===== config.mk =====
export PLATFORM = sky130hd
export DESIGN_NAME = rx_overhead_capture_regs
export DESIGN_NICKNAME = d
export VERILOG_FILES = /design/src/include/rx_ovh_pkg.sv /design/src/rtl/rx_overhead_capture_regs.sv
export SDC_FILE = /design/constraint.sdc
export NUM_CORES = 1
export LEC_CHECK = 0
export BUFFER_PORTS_ARGS = -buffer_cell sky130_fd_sc_hd__buf_2
export CORE_MARGIN = 2
export CORE_UTILIZATION = 40
export CTS_BUF_LIST = sky130_fd_sc_hd__clkbuf_8
export CTS_CLUSTER_SIZE = 10
export DETAILED_ROUTE_END_ITERATION = 7
export GPL_TIMING_DRIVEN = 0
export MAX_ROUTING_LAYER = met4
export PLACE_DENSITY = 0.61
export SLEW_MARGIN = 20
export SYNTH_ARGS = -nofsm -noshare
export SYNTH_HDL_FRONTEND = slang
export SYNTH_SLANG_ARGS = --single-unit
export TNS_END_PERCENT = 5

===== constraint.sdc =====
create_clock -name clk_sys_in -period 2.2 [get_ports clk_sys_in]
set_clock_uncertainty 0.15 [all_clocks]
set_input_delay 0.44 -clock clk_sys_in [delete_from_list [all_inputs] [get_ports clk_sys_in]]
set_output_delay 0.44 -clock clk_sys_in [all_outputs]
set_load 0.03 [all_outputs]

===== src/include/rx_ovh_pkg.sv =====
// Package for the receive overhead capture register group.
// Assumes one system clock; register port is a plain strobe port.
`default_nettype none
package rx_ovh_pkg;
    // ------------------------------------------------------------
    // Register map (byte offsets within a port copy)
    // ------------------------------------------------------------
    localparam logic [11:0] PORT_STRIDE = 12'h200;
    localparam logic [8:0] OFS_REVISION = 9'h061;
    localparam logic [8:0] OFS_LINK_BYTE = 9'h062;
    localparam logic [8:0] OFS_CODE = 9'h063;
    localparam logic [8:0] OFS_ALIGN = 9'h064;
    localparam logic [8:0] OFS_NONALIGN = 9'h065;
    localparam logic [8:0] OFS_SI_EVEN = 9'h066;
    localparam logic [8:0] OFS_SI_ODD = 9'h067;
    localparam logic [8:0] OFS_REMOTE = 9'h068;
    localparam logic [8:0] OFS_SPARE4 = 9'h069;
    localparam logic [7:0] RESET_BYTE = 8'h00;
    localparam int CODE_W = 6;
    localparam int CNT_W = 6;
    localparam logic [CNT_W-1:0] CNT_MAX = 6'h3F;
    // Search window figure, in milliseconds
    localparam int CRC4_SEARCH_MS = 8;
    localparam int PORTS = 4;
    localparam logic [3:0] LAST_FRAME = 4'hF;

    // Receive framer events and data for one port
    typedef struct packed {
        logic e1_mode;          // 1 = E1, 0 = T1
        logic d4_mode;          // T1 D4 framing
        logic crc4_enable;      // receive control bit 3
        logic link_bit_valid;   // one received link / Fs bit
        logic link_bit;
        logic mf_boundary;      // T1 multiframe boundary
        logic code_valid;       // valid bit-oriented code seen
        logic [CODE_W-1:0] code;
        logic crc4_timeout;     // 8 ms search expired
        logic crc4_locked;      // CRC-4 multiframe alignment gained
        logic crc4_hunt;
        logic cas_hunt;
        logic fas_hunt;
        logic ts0_valid;        // timeslot-0 byte of a frame
        logic [3:0] frame_num;  // 0..15 within multiframe
        logic [7:0] ts0_byte;
        logic slc_valid;        // SLC-96 link words ready
        logic [23:0] slc_bits;  // {link one, two, three}
    } rx_evt_s;
endpackage : rx_ovh_pkg
`default_nettype wire


===== src/rtl/rx_overhead_capture_regs.sv =====
// Receive overhead capture and status registers, four port copies.
// Assumes framer events are one-cycle pulses synchronous to clk_sys_in.
//
// Decided for this implementation: the plain strobed port.
`default_nettype none
module rx_overhead_capture_regs #(
    parameter logic [7:0] FW_REVISION = 8'h01, // Arbitrary value
    parameter int NUM_PORTS = 4
) (
    input wire logic clk_sys_in,                    // System clock
    input wire logic rst_n_in,                      // Sync reset, low
    input wire logic [10:0] addr_in,                // Byte address
    input wire logic rd_in,                         // Read strobe
    input wire logic wr_in,                         // Write strobe, ignored
    input wire logic [7:0] wdata_in,                // Write data, ignored
    input wire rx_ovh_pkg::rx_evt_s evt_in [NUM_PORTS], // Framer events
    output logic [7:0] rdata_out,                   // Read data
    output logic rvalid_out                         // Read data valid
);
    import rx_ovh_pkg::*;

    initial begin
        if (NUM_PORTS != PORTS) begin
            $error("NUM_PORTS must be 4");
        end
    end

    // ------------------------------------------------------------
    // State
    // ------------------------------------------------------------
    typedef struct packed {
        logic [7:0] link;
        logic [7:0] link_shift;
        logic [2:0] link_cnt;
        logic [CODE_W-1:0] code;
        logic [CNT_W-1:0] cnt;
        logic [2:0] hunt;
        logic [7:0] align;
        logic [7:0] nonalign;
        logic [7:0] si_even;
        logic [7:0] si_odd;
        logic [7:0] remote;
        logic [7:0] spare4;
        logic [7:0] si_even_acc;
        logic [7:0] si_odd_acc;
        logic [7:0] remote_acc;
        logic [7:0] spare4_acc;
        logic [7:0] slc1;
        logic [7:0] slc2;
        logic [7:0] slc3;
    } port_s;

    typedef struct packed {
        port_s [PORTS-1:0] port;
        logic [7:0] rdata;
        logic rvalid;
    } state_s;

    state_s state_q;
    state_s state_d;

    // Place a captured bit in its slot within a gathered byte
    function automatic logic [7:0] put_bit(input logic [7:0] b, input logic [2:0] idx,
                                            input logic v);
        logic [7:0] r;
        r = b;
        r[idx] = v;
        return r;
    endfunction

    function automatic logic [7:0] sync_status(input port_s p);
        return {p.cnt[5:2], p.cnt[0], p.hunt};
    endfunction

    // ------------------------------------------------------------
    // Next state
    // ------------------------------------------------------------
    logic [1:0] sel_port;
    logic [8:0] sel_ofs;
    assign sel_port = addr_in[10:9];
    assign sel_ofs = addr_in[8:0];

    always_comb begin
        port_s p;
        rx_evt_s e;
        p = '0;
        e = '0;
        state_d = state_q;
        for (int i = 0; i < PORTS; i++) begin
            p = state_q.port[i];
            e = evt_in[i];
            // Live status, never latched
            p.hunt = {e.crc4_hunt, e.cas_hunt, e.fas_hunt};
            if (!e.crc4_enable || e.crc4_locked) begin
                p.cnt = '0;
            end else if (e.crc4_timeout && p.cnt != CNT_MAX) begin
                p.cnt = p.cnt + 6'h01;
            end
            if (e.code_valid) begin
                p.code = e.code;
            end
            if (!e.e1_mode) begin
                // Shift right so the first received bit ends in bit 0
                if (e.link_bit_valid) begin
                    p.link_shift = {e.link_bit, p.link_shift[7:1]};
                    p.link_cnt = p.link_cnt + 3'h1;
                    if (!e.d4_mode && p.link_cnt == 3'h7) begin
                        p.link = {e.link_bit, p.link_shift[7:1]};
                    end
                end
                if (e.d4_mode && e.mf_boundary) begin
                    // Six Fs bits right-justified in 5:0
                    p.link = {2'b00, p.link_shift[7:2]};
                    p.link_cnt = 3'h0;
                end
                if (e.slc_valid) begin
                    p.slc1 = e.slc_bits[23:16];
                    p.slc2 = e.slc_bits[15:8];
                    p.slc3 = e.slc_bits[7:0];
                end
            end else if (e.ts0_valid) begin
                if (!e.frame_num[0]) begin
                    p.align = e.ts0_byte;
                    p.si_even_acc = put_bit(p.si_even_acc, e.frame_num[3:1],
                                            e.ts0_byte[7]);
                end else begin
                    p.nonalign = e.ts0_byte;
                    p.si_odd_acc = put_bit(p.si_odd_acc, e.frame_num[3:1],
                                           e.ts0_byte[7]);
                    p.remote_acc = put_bit(p.remote_acc, e.frame_num[3:1],
                                           e.ts0_byte[5]);
                    p.spare4_acc = put_bit(p.spare4_acc, e.frame_num[3:1],
                                           e.ts0_byte[4]);
                end
                if (e.frame_num == LAST_FRAME) begin
                    // Whole-byte load keeps one multiframe per read
                    p.si_even = p.si_even_acc;
                    p.si_odd = p.si_odd_acc;
                    p.remote = p.remote_acc;
                    p.spare4 = p.spare4_acc;
                end
            end
            state_d.port[i] = p;
        end

        // --------------------------------------------------------
        // Read decode, data valid one cycle after the strobe
        // --------------------------------------------------------
        state_d.rvalid = rd_in;
        state_d.rdata = RESET_BYTE;
        if (rd_in) begin
            p = state_q.port[sel_port];
            e = evt_in[sel_port];
            unique case (sel_ofs)
                OFS_REVISION: state_d.rdata = FW_REVISION;
                OFS_LINK_BYTE: state_d.rdata = e.e1_mode ? sync_status(p) : p.link;
                OFS_CODE: state_d.rdata = {2'b00, p.code};
                OFS_ALIGN: state_d.rdata = e.e1_mode ? p.align : p.slc1;
                OFS_NONALIGN: state_d.rdata = e.e1_mode ? p.nonalign : p.slc2;
                OFS_SI_EVEN: state_d.rdata = e.e1_mode ? p.si_even : p.slc3;
                OFS_SI_ODD: state_d.rdata = p.si_odd;
                OFS_REMOTE: state_d.rdata = p.remote;
                OFS_SPARE4: state_d.rdata = p.spare4;
                default: state_d.rdata = RESET_BYTE;
            endcase
        end
    end

    always_ff @(posedge clk_sys_in) begin
        if (!rst_n_in) begin
            state_q <= '0;
        end else begin
            state_q <= state_d;
        end
    end

    assign rdata_out = state_q.rdata;
    assign rvalid_out = state_q.rvalid;

    // ------------------------------------------------------------
    // Per-port checks: every copy of the group must behave alike
    // ------------------------------------------------------------
    for (genvar g = 0; g < PORTS; g++) begin : g_port_chk

    end
endmodule // rx_overhead_capture_regs
`default_nettype wire


======== Word level (Yosys, flattened, before mapping) ========
Index checks and enable logic that the tools add are counted.
Widths: inputs -> output; s select.
storage, ports and cells
  flip-flop bits (word level) ............. 561
  input bits .............................. 247
  output and inout port bits .............. 9
  word-level logic and storage cells ...... 262
operators by class
  $add $sub $neg .......................... 8
  order comparisons ....................... 10
  equality and inequality tests ........... 21
  muxes and demuxes ....................... 58
  bitwise logic cells ..................... 10
  reduce and logical (&&, ||, !) cells .... 73
operators by type and width
  kind                 number
  $bmux 138 s2         1
  $mux 138             1
  $bwmux 8             16
  $mux 8               16
  $bmux 56 s2          1
  $mux 56              2
  $mux 24              4
  $eq 9x7->1 const B   9
  $mux 19              4
  $pmux 8 s9           1
  $reduce_and 3->1     16
  $reduce_and 2->1     17
  $add 6x1->6 const B  4
  $ne 6x6->1 const B   4
  $eq 4x4->1 const B   4
  $logic_and 1x1->1    16
  $lt 3x4->1 const B   4
  $reduce_bool 2->1    8
  $add 3x1->3 const B  4
  $demux 1 s3          4
  $eq 3x3->1 const B   4
  $ge 3x1->1 const B   4
  $mux 3               4
  $not 1->1            9
  7 further kinds      23

======== Logic depth before layout (Yosys ltp) ========
  depth in word-level cells ............... 6
  gate-level depth with buffers ........... 9
  depth with buffers taken out ............ 6

======== Worst setup path before layout ========
Ideal clock, no wire load.
  kind .................................... input -> register
  start ................................... in addr_in[10]
  end ..................................... reg state_q, in the netlist rdata_out[4]
  setup time .............................. 0.129 ns
  arrival time ............................ 2.035 ns
  data required time ...................... 1.921 ns
  path slack .............................. -0.114 ns
  stages .................................. 7
  buffers on the path ..................... 3
  cell sequence ........................... clkbuf_2 > buf_6 > buf_4 > mux4_2 > mux2_1 > a211oi_1 > a31oi_1
on the way
  word-level cells in the longest chain between the ends .. 6
  elaborated cells on any way between the ends .. 11
  classes of those cells .................. mux (10); bitwise (1)
ends and longest elaborated chain
  element                                      RTL line                         text
  from (decl)                                  rx_overhead_capture_regs.sv:12   input wire logic [10:0] addr_in,
  $not 2->3 (not written as such)              rx_overhead_capture_regs.sv:153  e = evt_in[sel_port];
  $bmux 56 s2                                  rx_overhead_capture_regs.sv:153
  $mux 56 (not written as such) (2 in series)  rx_overhead_capture_regs.sv:153
  $mux 8 (on tied branches)                    -
  $pmux 8 s9 (*)                               rx_overhead_capture_regs.sv:154  unique case (sel_ofs)
  to (signal assigned)                         rx_overhead_capture_regs.sv:173  state_q <= state_d;
  to (decl)                                    rx_overhead_capture_regs.sv:59   state_s state_q;
Mark *: on every way between the ends. The rest lies on a longest branch, timed or not. The select of a mux whose other input is x is not followed.
A chain may end at the register's enable or synchronous reset.

======== Worst setup path after layout ========
  start ................................... in addr_in[8]
  end ..................................... reg state_q, in the netlist rdata_out[0]
on the way
  word-level cells in the longest chain between the ends .. 2
  elaborated cells on any way between the ends .. 10
  classes of those cells .................. eq/ne (9); mux (1)
ends and longest elaborated chain
  element         RTL line
  $eq 9x7->1      rx_overhead_capture_regs.sv:154
  $pmux 8 s9 (*)  rx_overhead_capture_regs.sv:154
Mark *: on every way between the ends. The rest lies on a longest branch, timed or not.

==> results.txt <==
antenna violations before repair -> 12
placed insts -> 3789
CTS root buffer -> clkbuf_8
DRT antenna net count -> 0
Top Ports -> 256
FMAX -> 439 MHz
CTS tree -> yes
cell chain of the critical path -> buf_2 > nand4bb_2 > or4b_1 > clkbuf_1 > nor2_1 > a221oi_4 > a31oi_1
fraction of layout cells with a size suffix above 1 -> 17.2%
fin area -> 31500 um^2
Register Area -> 10800 um^2
Chip Width -> 255 um
Crit Path Max Fanout -> 6
CP startpoint -> addr_in[8]
HP Start -> evt_in[106]
Synth-to-Final Area Change -> 25.5%
Worst slew margin -> 29.1%
Clock Latency Late Sink -> 0.76 ns
top cells by area, synth -> dfxtp_1 (43%), nand2_1 (10%), a21boi_0 (8.9%)
clock buffer depth -> 3
failing checks -> negative setup slack
FF+latch count, synth -> 537
DRT Pass-1 Iters -> 5
CP max-delay cell -> or4b_1
Syn Nets -> 2983
reg-to-reg setup timing slack -> -0.01 ns
kind of start point of the critical path -> input port
min-delay worst type -> in -> reg
Total Nets Final -> 3494
Avg Vias per Cell -> 5.46
GP Congestion -> 0.986
Remaining DRCs -> 0
worst slew pin tran -> 1.06 ns
reg2reg start -> state_q[227]$_SDFFE_PN0P_
mapped cell area -> 25100 um^2
clock-pin slew on the worst setup and hold paths -> 0.06 ns
Synth top area share -> 42.8%
critical path required time -> 2.62 ns
Tcrit/Tclk final -> 103%
pre-CTS WS -> -1.61 ns
final max-slew violation count -> 0
pwr dens -> 712 nW/um^2
WS Path Type -> in -> reg
CP arrival -> 2.69 ns
area after detailed placement -> 27300 um^2
H-tree levels -> 3
die area -> 64800 um^2
Multi-input gate area -> 13500 um^2
Mapped Cells -> 2724
setup TNS -> -0.170 ns
CP max stage delay -> 0.60 ns
Cell Rows -> 91
CP endpoint kind -> register
max-cap violations -> 0
hpwl dp -> 71.6 mm
Distinct cells, synth -> 50
Hold Slack -> 0.0510 ns
top_reg_cell synth -> dfxtp_1
number of port buffers -> 228
Initial DRC Count -> 2230
Post-synth EDFFs -> 0
post-synthesis sequential area ratio -> 42.8%
static leakage -> 12.6 nW
vias in the first global route -> 22310
final core utilization -> 51.0%
Worst VDD drop -> 0.000414 V
via count -> 22684
first-pass GRT wire length -> 138 mm
CORE AREA -> 61800 um^2
Finished Layout Cells -> 4158
overall power -> 22.4 mW
RSZ-0062 raised after global routing -> true
syn_area_per_cell -> 9.22 um^2
routed wire length -> 94.2 mm
status -> complete, but fails checks
Starting Density -> 40.6%
CTS sink cnt -> 537
die height -> 255 um
Synth async-reset ratio -> 0%
Filler cells -> 5663
Fin. Hold Viols -> 0
largest net degree at the start of global routing -> 15
gr usage total -> 29.5%
Final Setup Violations -> 4
final worst slack -> -0.0755 ns
routed len/inst -> 22.7 um
Congestion Overflow GR -> 0
CTS buffer count -> 94
cell taking the most area after synthesis -> dfxtp_1
minimum clock period -> 2.28 ns
warnings from Yosys -> 0
cell usage after synthesis, drive strengths merged, types with 23 or more instances:
cell	n
a21boi	298
a21oi	23
a22oi	29
and2	29
buf	75
clkbuf	158
dfxtp	537
mux2i	182
mux4	94
nand2	677
nand2b	29
nand3	69
nor2	71
nor2b	100
nor3	46
o211a	96
o21ai	59
state kept, by name, summed over array words and instances (netlist names):
| signal | flops |
|---|---|
| state_q | 528 |
| rvalid_out | 1 |
| rdata_out | 8 |
repair_timing:
action,CTS,global route
pin swaps,4,2
resized for setup,31,26
endpoints found under the hold margin,228,0
endpoints found under the setup margin,95,115
cloned,0,0
hold buffers,186,0
setup buffers,1,0
worst max-delay path, delay by kind of cell:
family	cells	cell delay, ns
AO/OA/AOI/OAI	2	0.56
buffers and inverters	2	0.30
AND/OR/NAND/NOR	3	1.39
path summary, 6_finish.rpt:
check	end	cells after the start
setup / recovery	rdata_out[0]$_SDFF_PN0_	7
hold reg to reg	state_q[510]$_SDFFE_PN0P_	2
setup reg to reg	rdata_out[0]$_SDFF_PN0_	4
hold / removal	state_q[420]$_SDFFE_PN0P_	4
layout by cell type, fill, tap and decap left out, types with 5 or more instances in the layout:
| cell type | instances |
|---|---|
| mux4_2 | 94 |
| a21boi_0 | 298 |
| xor2_1 | 14 |
| buf_4 | 14 |
| ha_1 | 12 |
| mux2_2 | 9 |
| buf_1 | 19 |
| nor3_2 | 8 |
| clkbuf_1 | 150 |
| nand2_1 | 675 |
| dlygate4sd3_1 | 186 |
| xnor2_1 | 12 |
| buf_2 | 257 |
| and2_1 | 29 |
| clkbuf_8 | 128 |
| nor3b_1 | 5 |
| buf_6 | 8 |
| mux2i_1 | 181 |
| nand3_1 | 69 |
| o211a_1 | 96 |
| nor3_1 | 38 |
| nor2b_1 | 100 |
| clkbuf_2 | 5 |
| inv_1 | 40 |
| a22oi_1 | 29 |
| dfxtp_1 | 537 |
| and3_1 | 13 |
| nor4_1 | 7 |
| nand4_1 | 21 |
| nand2b_1 | 29 |
| nor2_1 | 69 |
| o21ai_0 | 57 |
| clkinv_2 | 8 |
| diode_2 | 8 |
| a21oi_1 | 20 |
| o22ai_1 | 5 |
cell families after synthesis:
group                    synth area share (%)
AO/OA/AOI/OAI                            15.8
XOR/XNOR                                0.907
adder cells (fa/ha/maj)                 0.598
buffers and inverters                    4.16
flip-flops                               42.8
multiplexers                             16.3
AND/OR/NAND/NOR                          19.4
layer usage:
metal	vias to the layer above	GRT usage, %	wire, um
li1	10514	-	-
met1	11037	37.9	40700
met2	951	46.4	42700
met3	182	5.31	7590
met4	0	11.5	3240
met5	-	-	0
power breakdown:
group          internal [mW]  total (mW)  switching (mW)
Sequential              9.96        10.1           0.153
Clock                   5.53        9.98            4.44
Combinational          0.998        2.33            1.34
Total                   16.5        22.4            5.93
area by class of cell:
type                            count  share of cell area (%)
Sequential cell                   537                    34.1
Multi-Input combinational cell   1942                    42.7
Buffer                            233                    3.47
Clock inverter                     47                    1.03
Timing Repair Buffer              415                    9.60
Tap cell                          837                    3.32
Inverter                           12                   0.143
Antenna cell                        8                  0.0635
Clock buffer                      127                    5.55
No activity file was read; power rests on OpenSTA's default activity.
